### config.mk
export PLATFORM = sky130hd
export DESIGN_NAME = psp_stage_group
export DESIGN_NICKNAME = d
export VERILOG_FILES = /design/src/shared/psp_pkg.sv /design/src/psp_stage_group.sv
export SDC_FILE = /design/constraint.sdc
export NUM_CORES = 1
export LEC_CHECK = 0
export BUFFER_PORTS_ARGS = -buffer_cell sky130_fd_sc_hd__buf_2
export CORE_MARGIN = 2
export CORE_UTILIZATION = 40
export DETAILED_ROUTE_END_ITERATION = 8
export PLACE_DENSITY = 0.63
export SYNTH_ARGS = -nofsm -noshare
export SYNTH_HDL_FRONTEND = slang
export SYNTH_SLANG_ARGS = --single-unit
### constraint.sdc
create_clock -name sys_clk -period 3.5 [get_ports sys_clk]
set_input_delay 0.7 -clock sys_clk [delete_from_list [all_inputs] [get_ports sys_clk]]
set_output_delay 0.7 -clock sys_clk [all_outputs]
set_load 0.01 [all_outputs]
### src/shared/psp_pkg.sv
/*
 * Constants for the power stage parallelism block: register map, command code,
 * grouping keys, stage indices and filter timing.
 * Assumes a 10 MHz system clock and a 32-bit classic Wishbone register bus.
 */
// Functional notes
// - Write command 110011 loads 8-bit grouping config.
// - Ungrouped stages drive and diagnose themselves.
// - Grouped stages use 8 us overcurrent filter.
// - Key 00010: low A+B, drive B, diag A.
// - Key 00100: low A+B and C+D pairs.
// - Key 01000: all low, drive B, diag A.
// - Key 00110: high A+B, drive B, diag A.
// - Key 01110: high A+B and C+D pairs.
// - Key 01010: all high, drive B, diag A.
// - Key 10100: high B,C,D, drive B, diag C.
// - Key 11100: low B,C,D, drive/diag B.
// - Single stage overcurrent reported after filter time.
// - Off-state diagnosis confirmed after 7-13 us.
// - Off-state diagnosis masked 1.2-1.6 ms after off.
// - High A/C hold on 400-800 ms at low battery.
// - Grouped stages keep own diagnosis thresholds.
package psp_pkg;
    localparam int CLK_PERIOD_NS = 100;
    localparam int OC_FILTER_SINGLE_NS = 4000;
    localparam int OC_FILTER_GROUP_NS = 8000;
    localparam int OFF_DIAG_FILTER_NS = 10000;
    localparam int DIAG_MASK_US = 1200;
    localparam int HOLD_DELAY_MS = 400;

    localparam int OC_CNT_W = 7;
    localparam int MASK_CNT_W = 14;
    localparam int HOLD_CNT_W = 22;

    localparam logic [OC_CNT_W-1:0] OC_SINGLE_CYC =
        OC_CNT_W'((OC_FILTER_SINGLE_NS + CLK_PERIOD_NS - 1) / CLK_PERIOD_NS);
    localparam logic [OC_CNT_W-1:0] OC_GROUP_CYC =
        OC_CNT_W'((OC_FILTER_GROUP_NS + CLK_PERIOD_NS - 1) / CLK_PERIOD_NS);
    localparam logic [OC_CNT_W-1:0] DIAG_FILTER_CYC =
        OC_CNT_W'((OFF_DIAG_FILTER_NS + CLK_PERIOD_NS - 1) / CLK_PERIOD_NS);
    localparam logic [MASK_CNT_W-1:0] DIAG_MASK_CYC =
        MASK_CNT_W'((DIAG_MASK_US * 1000 + CLK_PERIOD_NS - 1) / CLK_PERIOD_NS);
    localparam logic [HOLD_CNT_W-1:0] HOLD_CYC =
        HOLD_CNT_W'((HOLD_DELAY_MS * 1000000 + CLK_PERIOD_NS - 1) / CLK_PERIOD_NS);

    localparam logic [7:0] ADR_CMD = 8'h00;
    localparam logic [7:0] ADR_STATUS = 8'h04;
    localparam logic [7:0] ADR_MASK = 8'h08;
    localparam logic [7:0] ADR_STATE = 8'h0C;

    localparam int CMD_CODE_LSB = 8;
    localparam logic [5:0] WRITE_STAGE_GROUPING_CMD = 6'h33;
    localparam logic [7:0] CFG_RESET = 8'h00;
    localparam int DIAG_STATUS_LSB = 8;

    localparam logic [2:0] HIGH_SIDE_A = 3'h0;
    localparam logic [2:0] HIGH_SIDE_B = 3'h1;
    localparam logic [2:0] HIGH_SIDE_C = 3'h2;
    localparam logic [2:0] HIGH_SIDE_D = 3'h3;
    localparam logic [2:0] LOW_SIDE_A = 3'h4;
    localparam logic [2:0] LOW_SIDE_B = 3'h5;
    localparam logic [2:0] LOW_SIDE_C = 3'h6;
    localparam logic [2:0] LOW_SIDE_D = 3'h7;
    localparam logic [23:0] IDENT_MAP = 24'hFAC688;

    // Key is {bit7, bit3, bit2, bit1, bit0}
    localparam logic [4:0] KEY_LOW_PAIR = 5'h02;
    localparam logic [4:0] KEY_LOW_TWO_PAIRS = 5'h04;
    localparam logic [4:0] KEY_LOW_QUAD = 5'h08;
    localparam logic [4:0] KEY_HIGH_PAIR = 5'h06;
    localparam logic [4:0] KEY_HIGH_TWO_PAIRS = 5'h0E;
    localparam logic [4:0] KEY_HIGH_QUAD = 5'h0A;
    localparam logic [4:0] KEY_HIGH_TRIPLE = 5'h14;
    localparam logic [4:0] KEY_LOW_TRIPLE = 5'h1C;
endpackage

### src/psp_stage_group.sv
/*
 * Power stage grouping and diagnosis timing for four high-side and four
 * low-side stages, with a classic Wishbone register slave and one interrupt.
 * Assumes stage pins and comparators are asynchronous to sys_clk; srst is
 * synchronous to sys_clk.
 */
// The implementer's own choices: the placing of the registers and the Wishbone register port.
`timescale 1ns/1ps
module psp_stage_group #(
    parameter logic [psp_pkg::MASK_CNT_W-1:0] MASK_CYC = psp_pkg::DIAG_MASK_CYC,
    parameter logic [psp_pkg::HOLD_CNT_W-1:0] HOLD_LIMIT = psp_pkg::HOLD_CYC
) (
    input wire logic sys_clk,
    input wire logic srst,
    input wire logic wb_cyc_i,
    input wire logic wb_stb_i,
    input wire logic wb_we_i,
    input wire logic [7:0] wb_adr_i,
    input wire logic [3:0] wb_sel_i,
    input wire logic [31:0] wb_dat_i,
    output logic [31:0] wb_dat_o,
    output logic wb_ack_o,
    input wire logic [7:0] stageCmd,
    input wire logic [7:0] overcurrentSense,
    input wire logic [7:0] offDiagSense,
    input wire logic low_battery_indication,
    output logic [7:0] stageDrive,
    output logic irq
);
    typedef struct packed {
        logic [7:0] cfg;
        logic [15:0] status;
        logic [15:0] mask;
        logic ack;
        logic [31:0] rdata;
        logic [2:0][7:0] cmdSync;
        logic [2:0][7:0] ocSync;
        logic [2:0][7:0] diagSync;
        logic [2:0] lbSync;
        logic [7:0] cmdFilt;
        logic [7:0] ocFilt;
        logic [7:0] diagFilt;
        logic lbFilt;
        logic [7:0] stageOn;
        logic [7:0][psp_pkg::OC_CNT_W-1:0] ocCnt;
        logic [7:0][psp_pkg::OC_CNT_W-1:0] diagCnt;
        logic [7:0][psp_pkg::MASK_CNT_W-1:0] maskCnt;
        logic [1:0][psp_pkg::HOLD_CNT_W-1:0] holdCnt;
    } psp_state_t;

    psp_state_t s;
    psp_state_t n;
    logic [4:0] cfgKey;
    logic [7:0][2:0] drv;
    logic [7:0][2:0] dg;
    logic [7:0] grouped;
    logic [7:0] tgt;
    logic [7:0] trip;
    logic busReq;

    assign cfgKey = {s.cfg[7], s.cfg[3:0]};
    assign busReq = wb_cyc_i & wb_stb_i & ~s.ack;

    // Bits 6..4 select combined modes, which this block does not decode
    always_comb begin
        drv = psp_pkg::IDENT_MAP;
        dg = psp_pkg::IDENT_MAP;
        grouped = 8'h00;
        case (cfgKey)
            psp_pkg::KEY_LOW_PAIR: begin
                drv[4] = psp_pkg::LOW_SIDE_B;
                dg[4] = psp_pkg::LOW_SIDE_A;
                dg[5] = psp_pkg::LOW_SIDE_A;
                grouped = 8'h30;
            end
            psp_pkg::KEY_LOW_TWO_PAIRS: begin
                drv[4] = psp_pkg::LOW_SIDE_B;
                dg[4] = psp_pkg::LOW_SIDE_A;
                dg[5] = psp_pkg::LOW_SIDE_A;
                drv[7] = psp_pkg::LOW_SIDE_C;
                dg[7] = psp_pkg::LOW_SIDE_C;
                grouped = 8'hF0;
            end
            psp_pkg::KEY_LOW_QUAD: begin
                for (int i = 4; i < 8; i++) begin
                    drv[i] = psp_pkg::LOW_SIDE_B;
                    dg[i] = psp_pkg::LOW_SIDE_A;
                end
                grouped = 8'hF0;
            end
            psp_pkg::KEY_HIGH_PAIR: begin
                drv[0] = psp_pkg::HIGH_SIDE_B;
                dg[0] = psp_pkg::HIGH_SIDE_A;
                dg[1] = psp_pkg::HIGH_SIDE_A;
                grouped = 8'h03;
            end
            psp_pkg::KEY_HIGH_TWO_PAIRS: begin
                drv[0] = psp_pkg::HIGH_SIDE_B;
                dg[0] = psp_pkg::HIGH_SIDE_A;
                dg[1] = psp_pkg::HIGH_SIDE_A;
                drv[3] = psp_pkg::HIGH_SIDE_C;
                dg[3] = psp_pkg::HIGH_SIDE_C;
                grouped = 8'h0F;
            end
            psp_pkg::KEY_HIGH_QUAD: begin
                for (int i = 0; i < 4; i++) begin
                    drv[i] = psp_pkg::HIGH_SIDE_B;
                    dg[i] = psp_pkg::HIGH_SIDE_A;
                end
                grouped = 8'h0F;
            end
            psp_pkg::KEY_HIGH_TRIPLE: begin
                for (int i = 1; i < 4; i++) begin
                    drv[i] = psp_pkg::HIGH_SIDE_B;
                    dg[i] = psp_pkg::HIGH_SIDE_C;
                end
                grouped = 8'h0E;
            end
            psp_pkg::KEY_LOW_TRIPLE: begin
                for (int i = 5; i < 8; i++) begin
                    drv[i] = psp_pkg::LOW_SIDE_B;
                    dg[i] = psp_pkg::LOW_SIDE_B;
                end
                grouped = 8'hE0;
            end
            default: begin
                grouped = 8'h00;
            end
        endcase
    end

    // Whole group follows its driving input; a latched overcurrent fault on the reporting stage keeps it off
    always_comb begin
        for (int i = 0; i < 8; i++) begin
            trip[i] = s.status[dg[i]];
            tgt[i] = s.cmdFilt[drv[i]] & ~trip[i];
        end
    end

    always_comb begin
        logic [15:0] setBits;
        logic [15:0] clrBits;
        logic [psp_pkg::OC_CNT_W-1:0] ocLim;
        setBits = 16'h0000;
        clrBits = 16'h0000;
        ocLim = psp_pkg::OC_SINGLE_CYC;
        n = s;

        // Pin inputs: three stages, a change counts once stages two and three agree
        n.cmdSync = {s.cmdSync[1:0], stageCmd};
        n.ocSync = {s.ocSync[1:0], overcurrentSense};
        n.diagSync = {s.diagSync[1:0], offDiagSense};
        n.lbSync = {s.lbSync[1:0], low_battery_indication};
        n.cmdFilt = (s.cmdFilt & (s.cmdSync[1] ^ s.cmdSync[2])) | (s.cmdSync[2] & ~(s.cmdSync[1] ^ s.cmdSync[2]));
        n.ocFilt = (s.ocFilt & (s.ocSync[1] ^ s.ocSync[2])) | (s.ocSync[2] & ~(s.ocSync[1] ^ s.ocSync[2]));
        n.diagFilt = (s.diagFilt & (s.diagSync[1] ^ s.diagSync[2])) |
            (s.diagSync[2] & ~(s.diagSync[1] ^ s.diagSync[2]));
        n.lbFilt = (s.lbSync[1] == s.lbSync[2]) ? s.lbSync[2] : s.lbFilt;

        // Bus slave: ack one cycle after the request, dropped the cycle after
        n.ack = busReq;
        if (busReq) begin
            n.rdata = 32'h0000_0000;
            if (wb_adr_i == psp_pkg::ADR_CMD) begin
                n.rdata = {24'h00_0000, s.cfg};
                if (wb_we_i && wb_sel_i[1:0] == 2'h3 &&
                    wb_dat_i[psp_pkg::CMD_CODE_LSB +: 6] == psp_pkg::WRITE_STAGE_GROUPING_CMD) begin
                    n.cfg = wb_dat_i[7:0];
                end
            end else if (wb_adr_i == psp_pkg::ADR_STATUS) begin
                n.rdata = {16'h0000, s.status};
                if (wb_we_i) begin
                    clrBits = wb_dat_i[15:0] & {{8{wb_sel_i[1]}}, {8{wb_sel_i[0]}}};
                end
            end else if (wb_adr_i == psp_pkg::ADR_MASK) begin
                n.rdata = {16'h0000, s.mask};
                if (wb_we_i && wb_sel_i[0]) begin
                    n.mask[7:0] = wb_dat_i[7:0];
                end
                if (wb_we_i && wb_sel_i[1]) begin
                    n.mask[15:8] = wb_dat_i[15:8];
                end
            end else if (wb_adr_i == psp_pkg::ADR_STATE) begin
                n.rdata = {15'h0000, s.lbFilt, grouped, s.stageOn};
            end
        end

        for (int i = 0; i < 8; i++) begin
            // Grouping doubles the overcurrent filter; thresholds stay per stage
            ocLim = grouped[i] ? psp_pkg::OC_GROUP_CYC : psp_pkg::OC_SINGLE_CYC;

            // Low battery hold applies to high-side A and C only
            if ((i == 0 || i == 2) && s.stageOn[i] && !tgt[i] && !trip[i] && s.lbFilt) begin
                if (s.holdCnt[i/2] >= HOLD_LIMIT - 1'b1) begin
                    n.stageOn[i] = 1'b0;
                    n.holdCnt[i/2] = '0;
                end else begin
                    n.holdCnt[i/2] = s.holdCnt[i/2] + 1'b1;
                end
            end else begin
                n.stageOn[i] = tgt[i];
                if (i == 0 || i == 2) begin
                    n.holdCnt[i/2] = '0;
                end
            end

            // Off-state diagnosis stays blind until the mask runs out
            if (s.stageOn[i] && !n.stageOn[i]) begin
                n.maskCnt[i] = MASK_CYC;
            end else if (s.maskCnt[i] != '0) begin
                n.maskCnt[i] = s.maskCnt[i] - 1'b1;
            end

            if (s.stageOn[i] && s.ocFilt[i] && !trip[i]) begin
                n.ocCnt[i] = s.ocCnt[i] + 1'b1;
                if (s.ocCnt[i] + 1'b1 == ocLim) begin
                    setBits[dg[i]] = 1'b1;
                end
            end else begin
                n.ocCnt[i] = '0;
            end

            if (!s.stageOn[i] && s.maskCnt[i] == '0 && s.diagFilt[i]) begin
                if (s.diagCnt[i] != psp_pkg::DIAG_FILTER_CYC) begin
                    n.diagCnt[i] = s.diagCnt[i] + 1'b1;
                end
                if (s.diagCnt[i] + 1'b1 == psp_pkg::DIAG_FILTER_CYC) begin
                    setBits[psp_pkg::DIAG_STATUS_LSB + 32'(dg[i])] = 1'b1;
                end
            end else begin
                n.diagCnt[i] = '0;
            end
        end

        // A fresh event outlives a simultaneous write-one-to-clear
        n.status = (s.status & ~clrBits) | setBits;
    end

    always_ff @(posedge sys_clk) begin
        if (srst) begin
            s <= '0;
            s.cfg <= psp_pkg::CFG_RESET;
        end else begin
            s <= n;
        end
    end

    assign wb_dat_o = s.rdata;
    assign wb_ack_o = s.ack;
    assign stageDrive = s.stageOn;
    assign irq = |(s.status & s.mask);
endmodule

==> impl_results.md <==
* Outcome: finished clean
* Synth area leaders: dfxtp_1, nor2_1, xnor2_1
* Worst r2r dst: s[429]$_SDFF_PP0_
* Vias/cell at 5.17
* Crit-path max FO at 16
* Setup TNS at 0 ps
* Worst relative slew slack at 0.351
* Startpoint types: flop
* Cell variety after synth at 70
* Sequential Power Share at 0.424
* Vias in the first global route at 14000
* Cells after synthesis at roughly 2200
* Die height at 223 um
* Clk root buf: clkbuf_16
* Mean Syn Cell Area at 8.84 sq um
* Critical path required time at 3990 ps
* GRT overflow at 0
* IO Count at between 100 and 150
* Most frequent cells in the layout: dfxtp_1, nor2_1, nand2_1
* Overall Global Routing Usage at 0.169
* CTS buffer count at 48
* Drt drc at 0
* Core Util, Final at 0.456
* Max-Cap Viols at 0
* Final setup viols at 0
* Port bufs at 82
* Reg2reg path depth at 7
* Worst setup path class: flop to flop
* Routed wire length at 42.3 mm
* Clock transition at path regs at 60 ps
* Clk network pwr share at 0.360
* Synth top area share at 0.454
* Period utilization at 0.833
* First-pass GRT wire length at 69.7 mm
* Psw at 0.00410 W
* Nets at 2350
* Starting density of the core at 0.403
* Final hold vios at 0
* Wire per inst at 14.7 um
* Worst hold start: offDiagSense[1]
* Setup Buffers After CTS at 0
* CP startpoint: cfgKey[1]$_SDFFE_PP0P_
* Initial antenna violation count at 1
* Largest net degree at the start of global routing at 86
* FF-to-FF Start: cfgKey[1]$_SDFFE_PP0P_
* Ratio of cells with drive above 1 in the final layout at 0.100
* Mapped Area at 19100 sq um
* Dominant register cell in the synthesized netlist: dfxtp_1
* Worst slew pin tran at approximately 960 ps
* Hold Crit Class: primary input to flop
* Leakage power at 8.03 nW
* Hold_buf cts at 0
* Clock buffer depth at 3
* Sw Share at 0.291
* Width of the die at 223 um
* RSZ-0062 raised after global routing: no
* Commonest non-fill, non-tap cell in the layout: dfxtp_1
* Area leader, netlist: dfxtp_1
* H-tree depth at 2
* Minimum clock period at a little under 3000 ps
* Post-cts resize count at 0
* Worst skew pair latency at between 500 and 600 ps
* Setup Skew at around 17 ps
* Max Fclk at between 300 and 400 MHz
* Post-synth EDFFs at 0
* Int Pwr at 0.00997 W
* Register area share after synthesis at 0.454
* Sink Count at 434
* DR pass1 iterations at 5
* Core Region at 47400 sq um
* Flops & latches, synth at between 400 and 500
* DP HPWL at 30.1 mm
* PwrDens at 651 nW/um^2
* Worst setup path endpoint: s[429]$_SDFF_PP0_
* Gate power share at 0.216
* Flop2flop setup slack at approximately 600 ps
* Max-slew violations at 0
* Routed Antenna Nets at 0
* WP data arrival at 3400 ps
* Via count at 14900
* Async set-reset flop share out of synthesis at 0
* Maximum vdd drop at 440 uV
* Die area at 49600 sq um
* TritonCTS clock tree: done
* Area growth syn-to-layout at 13.1%
* Setup crit end kind: flop
* Placer congestion estimate at 0.858
* Warnings from Yosys at 0
* Site Rows at 80
* 1st-iter DRT viols at 897
[sequential cells by signal (all words and copies together), names as in the netlist, named ones only]
name and flops:
cfgKey 5, wb_ack_o 1, n 50, s 329, stageDrive 8, wb_dat_o 17
[how the worst min path moves through the flow]
stage,to,slack [ps],cells past startpoint
after floorplan,n[303]$_SDFF_PP0_,410,1
after global placement,n[374]$_SDFF_PP0_,430,1
after detailed placement,n[348]$_SDFF_PP0_,420,1
after CTS,n[366]$_SDFF_PP0_,310,2
after global routing,n[364]$_SDFF_PP0_,320,2
final,n[313]$_SDFF_PP0_,340,2
[critical path, cell delays in order (launching register included)]
cell and delay, ps:
dfxtp_1 470, nor2_1 220, and3_1 390, nor2_1 190, or4b_2 690, a211oi_1 490, o21ai_0 180, a31oi_1 200
[Yosys cell counts, types with 8 or more instances]
master    number
a22oi_1       24
nand3b_1       9
nand2_1      143
mux2_2         9
and3_1        29
nor3_1        64
a211oi_1      13
nor2_1       312
nand2b_1      32
nor4_1        32
ha_1          51
or3_1         17
nor2b_1       97
dfxtp_1      434
a31oi_1       11
o21ai_0       56
inv_1         50
nand3_1      113
mux2i_1       42
clkbuf_1      66
or4b_2         8
xor2_1       106
buf_4         40
nand4_1       26
nand4b_1      15
xnor2_1      114
a21oi_1      116
[area by class of cell]
cell class,instances,area (sq um)
clock buffers,70,1440
repair buffers,115,667
clock inverters,17,180
flip-flops and latches,434,8690
fillers,4559,25800
diodes,1,2.50
multi-input cells,1576,9700
well taps,615,769
inverters,50,188
[per-stage QoR]
step                      instances  hold slack [ps]  area, sq um  power (W)  worst slack, ps
after floorplan                2176              414        19200    0.00853              560
after global placement         2790              426        20000    0.00896              287
after detailed placement       2790              424        20000    0.00909              238
after CTS                      2877              310        21600     0.0142              595
after global routing           2878              317        21600     0.0149              348
final                          2878              339        21600     0.0141              585
[layer usage]
layer | GRT usage | vias to the layer above | wire length, um
met5 | 0 | - | 0
met4 | 0.0546 | 0 | 840
met3 | 0.0253 | 55 | 1940
met2 | 0.283 | 275 | 19800
met1 | 0.223 | 7031 | 19700
li1 | - | 7520 | -
[cells by family after synthesis]
| group | share of synthesized area |
|---|---|
| adder cells (fa/ha/maj) | 0.0334 |
| buffers and inverters | 0.0414 |
| other | 0.000196 |
| XOR/XNOR | 0.101 |
| AND/OR/NAND/NOR | 0.249 |
| AO/OA/AOI/OAI | 0.0921 |
| flip-flops | 0.454 |
| multiplexers | 0.0285 |
[power groups by stage]
stage	Sequential [W]	Clock [W]	Combinational (W)
floorplan	0.00596	0	0.00257
global placement	0.00602	0	0.00293
detailed placement	0.00606	0	0.00303
CTS	0.00595	0.00521	0.00306
global route	0.00603	0.00542	0.00346
finish	0.00596	0.00507	0.00304
(Power assumes the default switching activity.)
